<file path="src/lsp_consts.vh">
`ifndef LSP_CONSTS_VH
`define LSP_CONSTS_VH
// ----------------------------------------
// Register byte addresses
// ----------------------------------------
`define LSP_ADDR_CTRL 12'h000
`define LSP_ADDR_ENABLE 12'h004
`define LSP_ADDR_SETPT 12'h008
`define LSP_ADDR_STATUS 12'h00c
`define LSP_ADDR_MASK 12'h010
`define LSP_ADDR_FAULT 12'h014
`define LSP_ADDR_MV_VIDEO 12'h018
`define LSP_ADDR_MV_AUDIO 12'h01c
`define LSP_ADDR_MV_PLL 12'h020
`define LSP_ADDR_MV_DIG 12'h024
// ----------------------------------------
// Field positions
// ----------------------------------------
`define LSP_CTRL_GEN 0
`define LSP_CTRL_CAMPASS 1
`define LSP_STAT_SHORT 0
`define LSP_NREG 7
`define LSP_CAM_IDX 2
`define LSP_SP_VIDEO 1:0
`define LSP_SP_AUDIO 3:2
`define LSP_SP_PLL 5:4
`define LSP_SP_DIG 7:6
`define LSP_SP_W 8
// ----------------------------------------
// Reset values
// ----------------------------------------
`define LSP_RST_ENABLE 7'h00
`define LSP_RST_SETPT 8'h00
// ----------------------------------------
// Timing
// ----------------------------------------
`define LSP_DEBOUNCE_NS 2000
`define LSP_CLK_NS 50
`define LSP_DEBOUNCE_CYC ((`LSP_DEBOUNCE_NS + `LSP_CLK_NS - 1) / `LSP_CLK_NS)
`endif

</file>
<file path="src/lsp_ctrl.v">
// Overview of operation
// RULE_01: Debounced short on an enabled protected regulator clears its enable bit.
// RULE_02: Same event sets the sticky short fault interrupt flag.
// RULE_03: Fault must persist for the debounce interval before acting.
// RULE_04: Mask bit blocks the flag from reaching the interrupt output.
// RULE_05: One global enable arms protection for all protected regulators.
// RULE_06: Global enable clear: no flag set, no enable bit cleared.
// RULE_07: Global enable resets to zero.
// RULE_08: Exactly seven regulators protected: video, audio, camera, card, three general.
// RULE_09: Video set-point codes 00..11 give 2.700, 2.775, 2.500, 2.600 V.
// RULE_10: Audio set-point codes 00..11 give 2.300, 2.500, 2.775, 3.000 V.
// RULE_11: PLL 1.2/1.25/1.5/1.8 V, digital 1.05/1.25/1.65/1.8 V set-points.
// RULE_12: Camera pass select: 0 internal transistor, 1 external drive.
// RULE_13: Camera enable stays clear after reset until software sets it.
// RULE_14: Flag sticky until cleared; regulator stays off until re-enabled.
// RULE_15: Debounce is a fixed count of system clock cycles.
//
// Design decisions made here: the placing of the registers and register access over APB.
`include "lsp_consts.vh"
`default_nettype none
module lsp_ctrl #(
  parameter DEBOUNCE_CYC = `LSP_DEBOUNCE_CYC,
  parameter CW = 8
) (
  input wire sys_clk, // System clock, 20 MHz
  input wire sys_rst, // Async reset, high
  input wire psel, // APB select
  input wire penable, // APB enable
  input wire pwrite, // APB direction
  input wire [11:0] paddr, // APB byte address
  input wire [31:0] pwdata, // APB write data
  output reg [31:0] prdata, // APB read data
  output reg pready, // APB ready
  output reg pslverr, // APB error
  input wire [6:0] short_detect, // Raw short detectors per regulator
  output reg [6:0] regulator_enable_bit, // Regulator enables
  output reg [7:0] set_point, // Packed set-point fields
  output reg camera_pass_select, // 1 = external transistor drive
  output reg irq // Level interrupt
);
  // Regulator order: 0 video,1 audio,2 camera,3 card,4..6 general one..three
  reg short_protect_global_enable;
  reg short_fault_irq_flag;
  reg short_fault_irq_mask;
  reg [6:0] fault_which;
  wire [6:0] fault_ok;
  reg [31:0] next_prdata;
  reg next_err;
  wire acc = psel & penable & ~pready;
  // Write lands on the edge where the master samples pready high
  wire wr = psel & penable & pready & pwrite;
  wire [6:0] trip = fault_ok & regulator_enable_bit & {7{short_protect_global_enable}}; // RULE_06
  wire clr_flag = wr && paddr == `LSP_ADDR_STATUS && pwdata[`LSP_STAT_SHORT];

  // ----------------------------------------
  // Millivolt decode of a set-point field
  // ----------------------------------------
  function [15:0] mv;
    input [1:0] sel;
    input [1:0] code;
    begin
      case (sel)
        2'h0: case (code) // RULE_09
          2'h0: mv = 16'd2700;
          2'h1: mv = 16'd2775;
          2'h2: mv = 16'd2500;
          default: mv = 16'd2600;
        endcase
        2'h1: case (code) // RULE_10
          2'h0: mv = 16'd2300;
          2'h1: mv = 16'd2500;
          2'h2: mv = 16'd2775;
          default: mv = 16'd3000;
        endcase
        2'h2: case (code) // RULE_11
          2'h0: mv = 16'd1200;
          2'h1: mv = 16'd1250;
          2'h2: mv = 16'd1500;
          default: mv = 16'd1800;
        endcase
        default: case (code) // RULE_11
          2'h0: mv = 16'd1050;
          2'h1: mv = 16'd1250;
          2'h2: mv = 16'd1650;
          default: mv = 16'd1800;
        endcase
      endcase
    end
  endfunction

  // ----------------------------------------
  // Debounce
  // ----------------------------------------
  lsp_debounce #(
    .N(`LSP_NREG),
    .CYC(DEBOUNCE_CYC),
    .CW(CW)
  ) u_deb (
    .sys_clk(sys_clk),
    .sys_rst(sys_rst),
    .fault_raw(short_detect), // RULE_08
    .fault_ok(fault_ok)
  );

  // ----------------------------------------
  // Registers and protection
  // ----------------------------------------
  always @(posedge sys_clk or posedge sys_rst) begin
    if (sys_rst) begin
      short_protect_global_enable <= 1'b0; // RULE_07
      short_fault_irq_flag <= 1'b0;
      short_fault_irq_mask <= 1'b0;
      fault_which <= 7'h00;
      regulator_enable_bit <= `LSP_RST_ENABLE; // RULE_13
      set_point <= `LSP_RST_SETPT;
      camera_pass_select <= 1'b0;
      irq <= 1'b0;
    end else begin
      if (wr && paddr == `LSP_ADDR_CTRL) begin
        short_protect_global_enable <= pwdata[`LSP_CTRL_GEN]; // RULE_05
        camera_pass_select <= pwdata[`LSP_CTRL_CAMPASS]; // RULE_12
      end
      if (wr && paddr == `LSP_ADDR_SETPT)
        set_point <= pwdata[`LSP_SP_W-1:0];
      if (wr && paddr == `LSP_ADDR_MASK)
        short_fault_irq_mask <= pwdata[`LSP_STAT_SHORT];
      // Trip wins over a same-cycle software enable
      if (wr && paddr == `LSP_ADDR_ENABLE)
        regulator_enable_bit <= pwdata[6:0] & ~trip; // RULE_14
      else
        regulator_enable_bit <= regulator_enable_bit & ~trip; // RULE_01
      if (|trip) begin
        short_fault_irq_flag <= 1'b1; // RULE_02
        fault_which <= fault_which | trip;
      end else if (clr_flag) begin
        short_fault_irq_flag <= 1'b0; // RULE_14
        fault_which <= 7'h00;
      end
      irq <= (short_fault_irq_flag | (|trip)) & ~short_fault_irq_mask; // RULE_04
    end
  end

  // ----------------------------------------
  // APB read mux
  // ----------------------------------------
  always @* begin
    next_prdata = 32'h0000_0000;
    next_err = 1'b0;
    case (paddr)
      `LSP_ADDR_CTRL: next_prdata = {30'h0, camera_pass_select, short_protect_global_enable};
      `LSP_ADDR_ENABLE: next_prdata = {25'h0, regulator_enable_bit};
      `LSP_ADDR_SETPT: next_prdata = {24'h0, set_point};
      `LSP_ADDR_STATUS: next_prdata = {31'h0, short_fault_irq_flag};
      `LSP_ADDR_MASK: next_prdata = {31'h0, short_fault_irq_mask};
      `LSP_ADDR_FAULT: next_prdata = {25'h0, fault_which};
      `LSP_ADDR_MV_VIDEO: next_prdata = {16'h0, mv(2'h0, set_point[`LSP_SP_VIDEO])};
      `LSP_ADDR_MV_AUDIO: next_prdata = {16'h0, mv(2'h1, set_point[`LSP_SP_AUDIO])};
      `LSP_ADDR_MV_PLL: next_prdata = {16'h0, mv(2'h2, set_point[`LSP_SP_PLL])};
      `LSP_ADDR_MV_DIG: next_prdata = {16'h0, mv(2'h3, set_point[`LSP_SP_DIG])};
      default: next_err = 1'b1;
    endcase
  end

  always @(posedge sys_clk or posedge sys_rst) begin
    if (sys_rst) begin
      pready <= 1'b0;
      prdata <= 32'h0000_0000;
      pslverr <= 1'b0;
    end else begin
      pready <= acc;
      pslverr <= acc & next_err;
      if (acc && !pwrite)
        prdata <= next_prdata;
    end
  end
endmodule // lsp_ctrl
`default_nettype wire

</file>
<file path="src/lsp_debounce.v">
`default_nettype none
// ----------------------------------------
// Per-regulator fault debouncer
// ----------------------------------------
module lsp_debounce #(
  parameter N = 7,
  parameter CYC = 40,
  parameter CW = 8
) (
  input wire sys_clk, // System clock
  input wire sys_rst, // Async reset, high
  input wire [N-1:0] fault_raw, // Unsynchronised fault pins
  output reg [N-1:0] fault_ok // Debounced fault, level
);
  localparam [CW-1:0] CYC_LAST = CYC - 1;
  reg [N-1:0] sync1;
  reg [N-1:0] sync2;
  reg [CW-1:0] cnt [0:N-1];
  integer i;
  always @(posedge sys_clk or posedge sys_rst) begin
    if (sys_rst) begin
      sync1 <= {N{1'b0}};
      sync2 <= {N{1'b0}};
    end else begin
      sync1 <= fault_raw;
      sync2 <= sync1;
    end
  end
  // Fault must persist CYC cycles before it counts
  always @(posedge sys_clk or posedge sys_rst) begin
    if (sys_rst) begin
      fault_ok <= {N{1'b0}};
      for (i = 0; i < N; i = i + 1) begin
        cnt[i] <= {CW{1'b0}};
      end
    end else begin
      for (i = 0; i < N; i = i + 1) begin
        if (!sync2[i]) begin
          cnt[i] <= {CW{1'b0}};
          fault_ok[i] <= 1'b0;
        end else if (cnt[i] >= CYC_LAST) begin
          fault_ok[i] <= 1'b1; // RULE_03 RULE_15
        end else begin
          cnt[i] <= cnt[i] + 1'b1;
        end
      end
    end
  end
endmodule // lsp_debounce
`default_nettype wire

</file>
<file path="config.mk">
export PLATFORM = sky130hd
export DESIGN_NAME = lsp_ctrl
export DESIGN_NICKNAME = d
export VERILOG_FILES = /design/src/lsp_ctrl.v /design/src/lsp_debounce.v
export VERILOG_INCLUDE_DIRS = /design/src /design/src/src
export SDC_FILE = /design/constraint.sdc
export NUM_CORES = 1
export LEC_CHECK = 0
export BUFFER_PORTS_ARGS = -buffer_cell sky130_fd_sc_hd__buf_2
export CELL_PAD_IN_SITES_DETAIL_PLACEMENT = 2
export CELL_PAD_IN_SITES_GLOBAL_PLACEMENT = 2
export CORE_ASPECT_RATIO = 1.1
export CORE_MARGIN = 5
export CORE_UTILIZATION = 38
export DETAILED_ROUTE_END_ITERATION = 7
export PLACE_DENSITY = 0.83
export SYNTH_ARGS = -nofsm -noshare
export SYNTH_HDL_FRONTEND = slang
export SYNTH_SLANG_ARGS = --single-unit
export TNS_END_PERCENT = 1
</file>
<file path="constraint.sdc">
create_clock -name sys_clk -period 9.2 [get_ports sys_clk]
set_input_delay 1.38 -clock sys_clk [delete_from_list [all_inputs] [get_ports sys_clk]]
set_output_delay 1.38 -clock sys_clk [all_outputs]
set_load 0.02 [all_outputs]
</file>
-- Yosys cells after proc, flatten, opt, wreduce, memory -nomap -nowiden
Index checks and enable logic that the tools add are counted.
- $add $sub $neg: 7
- multipliers: 0
- divide/modulo/power cells: 0
- magnitude comparators: 7
- equality and inequality tests: 31
- shift operators: 0
- mux-type cells: 39
- bitwise gates (word level): 15
- reduce and logical (&&, ||, !) cells: 16
- operator list (operator ; count):
    $pmux W10 S3 ; 4
    $pmux W12 S10 ; 1
    $mux W8 ; 14
    $add A8 B1 Y8 const B ; 7
    $ge A8 B6 Y1 const B ; 7
    $eq A12 B5 Y1 const B ; 4
    $and A7 B7 Y7 ; 4
    $ne A2 B2 Y1 const B ; 14
    $eq A12 B4 Y1 const B ; 2
    $eq A12 B6 Y1 const B ; 2
    $mux W7 ; 3
    $mux W1 ; 17
    $eq A12 B3 Y1 const B ; 1
    $logic_not A12 Y1 ; 1
    $reduce_or A10 Y1 ; 1
    $eq A2 B1 Y1 const B ; 4
    $eq A2 B2 Y1 const B ; 4
    $logic_not A2 Y1 ; 4
    $logic_and A1 B1 Y1 ; 7
    $not A7 Y7 ; 1
    $or A7 B7 Y7 ; 1
    $reduce_or A7 Y1 ; 1
    $and A1 B1 Y1 ; 6
    $not A1 Y1 ; 2
    3 further kinds ; 3
- register bits: 138
- bits in latches: 0
- bits in writable memories: 0
- ROM bits: 0
- input bits: 56
- output and inout bits: 51
- logic and storage cells: 142
- memories kept: 0

-- Depth between registers and ports, before layout
- depth in word-level cells: 7
- mapped depth: 8
- gate-level depth less buffers: 7

-- Modules after synthesis
Synthesis repeated with hierarchy kept, for this count alone.
- cells, all modules: 589
- area, all modules: 6149.6 µm²
- modules (own cells, without submodules) (module ; times used ; cells each ; area each (µm²) ; sequential area each (µm²)):
    lsp_debounce ; 1 ; 309 ; 3419.5 ; 1926.8
    lsp_ctrl ; 1 ; 280 ; 2730.1 ; 1026.0

-- Least setup slack after synthesis
Ideal clock, no wire load.
- path kind: input -> register
- start: input paddr[9]
- end: register fault_which[3]
- library setup time: 127 ps
- arrival time: 3021 ps
- data required time: 9073 ps
- slack: 6052 ps
- cell stages on the path: 6
- path buffers: 1
- path through: or4_1 > buf_2 > or3_4 > or3_4 > nor2_4 > o21ai_0
- cells in the longest elaborated chain, start to end: 4
- RTL lines (what ; RTL line ; text):
    from (decl) ; lsp_ctrl.v:30 ; input wire [11:0] paddr,
    $eq A12 B4 Y1 ; n/a ;
    $logic_and A1 B1 Y1 (no line) ; n/a ;
    $logic_and A1 B1 Y1 ; lsp_ctrl.v:53 ; wire clr_flag = wr && paddr == `LSP_ADDR_STATUS && pwdata[`LSP_STAT_SHORT];
    $reduce_bool A2 Y1 (no line) ; n/a ;
    to (signal assigned) ; lsp_ctrl.v:134 ; fault_which <= fault_which | trip;
    to (decl) ; lsp_ctrl.v:45 ; reg [6:0] fault_which;
No other way between the ends.
A chain may end at the register's enable or synchronous reset.

-- Final worst setup path
- start: input paddr[9]
- end: register prdata[0]
- cells in the longest elaborated chain, start to end: 2
- elaborated cells between the ends (all ways): 11
- those cells by class: eq/ne: 9; mux: 1; reduce/logical: 1
- RTL lines (what ; RTL line ; text):
    $eq A12 B6 Y1 (tied with other cells) ; n/a ;
    $pmux W12 S10 (*) ; lsp_ctrl.v:149 ; case (paddr)
    to (signal assigned) ; lsp_ctrl.v:173 ; prdata <= next_prdata;
    to (decl) ; lsp_ctrl.v:32 ; output reg [31:0] prdata,
Mark *: on every way between the ends. The rest lies on a longest branch, timed or not.

==> run metrics <==
status completed; vias in the first global route 5133; CTS H-tree depth 4; cell count after synthesis 560; first-pass GRT wire length 27700 µm; post-synthesis sequential area ratio 50.4%; Flop pwr share 43.5%; final clock skew 0.00649 ns; count of final max-slew check failures 0; Post-synth EDFFs 0; Slew HR 23.3%; setup ws final 5.81 ns; RSZ-0062 raised after global routing no; initial DRC count 243; DIE AREA 0.0180 mm²; routed len/inst 20.1 µm; Vias 4479; top cell type's share of synthesized area 50.4%; post-synth cell types 60; P_sw 0.281 mW; Clk Latency, worst-skew pair 0.42 ns; Num CTS Buffers 17; Starting Density 38.7%; CTS Hold Bufs 0; die width 128 µm; share of cells above drive strength 1 16.1%; TNS Setup 0 ns; Comb pwr share 5.5%; CP required 9.55 ns; YS warnings 0; clock sink count 118; Synth Flop Type dfrtp_1; Mapped Avg Cell Area 10.5 µm²; # IOs 107; highest clock rate 295 MHz; die height 140 µm; area delta synth->final 16.9%; Core ar. 0.0151 mm²; CP startpoint kind primary input; Hold Crit Class flip-flop to flip-flop; Residual DRC 0; post-synth top area cell dfrtp_1; crit end category flip-flop; nets 706; Via density 5.36; total wire length 16800 µm; largest net degree at the start of global routing 84; path type of the worst setup path primary input to flip-flop; clk root buf clkbuf_16; clock power share 51.0%; clock tree buffer depth 2; Place WS 5.38 ns; max_cap viols 0; measured slew at the worst slew-check pin 1.14 ns; postcts setup bufs 0; synthesized area 0.00585 mm²; CTS tree done; placed wire-length estimate 12000 µm; FF+latch count, synth 118; Hold Violations, Final 0; Total GRT Usage 19.8%; RD Place Congestion 0.939; internal power 0.969 mW; Final Core Density 45.3%; largest cells by area after synthesis dfrtp_1 50%, ha_1 4.9%, and2_1 4.6%, xnor2_1 3.7%, o21ai_0 3.0%; Sw Share 22.5%; DRT antenna net count 0; Async SR Flop Fraction 100%; Leak Pwr 3.21 nW; Clock Pin Slew Worst Setup and Hold Paths 0.05 ns; peak supply drop 95.7 µV; GRT overflow 0; period utilisation layout 36.9%; FP Rows 47; clock period minus worst slack 3.39 ns; initial antenna violation count 1; IO Port Bufs 62; final number of setup-violating endpoints 0; Pre-antenna DRT Iters 4; post_cts resized 0; crit path DAT 3.74 ns; crit path max fanout 5; Pwr per Cell Area 183 mW/mm²
[cell families after synthesis]
logic type | share of synthesized area (%)
adders and majority gates | 4.92
xor gates and xnor gates | 4.19
muxes | 1.99
buffers and inverters | 5.00
AOI/OAI and AO/OA | 13.7
and+or+nand+nor | 19.7
DFF | 50.4
other | 0.0641
[path summary, 6_finish.rpt]
check / start / to / slack, ns / cells after the start
max: paddr[9] / prdata[0] / 5.81 / 6
min reg2reg: u_deb.sync1[2] / u_deb.sync2[2] / 0.35 / 0
max in group asynchronous: sys_rst / u_deb.cnt[3] / 6.76 / 3
min in group asynchronous: sys_rst / u_deb.sync1[4] / 0.98 / 2
min: u_deb.sync1[2] / u_deb.sync2[2] / 0.35 / 0
max reg2reg: pready / prdata[0] / 6.49 / 5
[registers in the layout (all words and copies together) (netlist names)]
signal                       cells
short_fault_irq_mask             1
irq                              1
short_protect_global_enable      1
prdata                          12
u_deb.cnt                       56
u_deb.sync2                      7
fault_which                      7
pready                           1
camera_pass_select               1
short_fault_irq_flag             1
pslverr                          1
regulator_enable_bit             7
set_point                        8
u_deb.fault_ok                   7
u_deb.sync1                      7
[layout make-up]
cell class                      instances  area [µm²]
Clock buffer                           26         489
Antenna cell                            1        2.50
Inverter                               22        85.1
Tap cell                              196         245
Fill cell                            1589        8270
Timing Repair Buffer                   63         318
Multi-Input combinational cell        405        2680
Sequential cell                       118        2950
Clock inverter                          4        70.1
[power by group through the flow]
stage               Sequential [mW]  Clock [mW]  Combinational (mW)
floorplan                     0.549           0              0.0516
global placement              0.551           0              0.0637
detailed placement            0.552           0              0.0682
CTS                           0.544       0.656              0.0699
global route                  0.545       0.681              0.0774
finish                        0.544       0.638              0.0687
[cells in the mapped netlist, drive strengths merged (4+ instances only)]
library cell / number
and2: 43
o21a: 9
a21oi: 11
o21ai: 35
a22oi: 4
clkbuf: 10
xnor2: 25
dfrtp: 118
a211o: 12
buf: 24
nand2: 46
nand3b: 5
o21ba: 4
nor4: 5
a21boi: 7
nor3b: 5
or3: 4
nor3: 6
a22o: 4
or4: 5
nor2: 31
a211oi: 10
nand4: 17
ha: 23
mux2i: 6
inv: 22
nor2b: 10
nand3: 16
[stage by stage]
stage	hold slack, ns	power, mW	instance area [µm²]	instances
6_report	0.345	1.25	6840	835
5_1_grt	0.349	1.30	6840	834
4_1_cts	0.348	1.27	6840	834
3_3_place_gp	0.333	0.615	6280	804
3_5_place_dp	0.336	0.620	6280	804
2_1_floorplan	0.331	0.601	5930	579
[cells in the final DEF, fill, tap and decap left out, types with 4 or more instances in the layout]
cell type	Yosys	layout
a211o_1	12	12
a211oi_1	10	10
a21boi_0	7	7
a21oi_1	11	11
a22o_1	4	4
a22oi_1	4	4
and2_1	43	43
buf_2	2	62
clkbuf_1	9	6
clkbuf_16	0	17
conb_1	1	20
dfrtp_1	118	118
ha_1	23	23
inv_1	22	21
mux2i_1	6	6
nand2_1	46	46
nand3_1	16	16
nand3b_1	5	5
nand4_1	17	17
nor2_1	30	30
nor2b_1	10	10
nor3_1	5	5
nor3b_1	5	5
nor4_1	5	5
o21a_1	9	9
o21ai_0	35	35
o21ba_2	4	4
or4_1	5	5
xnor2_1	25	25
[per-layer routing]
layer	vias to the layer above	track usage (%)	wire, µm
li1	2076	-	-
met1	2270	23.0	6800
met2	98	34.0	8610
met3	33	4.95	900
met4	2	8.83	490
met5	-	0	16
[critical path: stages]
cell and delay, ns:
buf_2 0.10, nor4_1 0.95, nand2_1 0.30, or2_1 0.37, or4_1 0.53, nand3_1 0.11
Power figures use the tool's default switching activity.
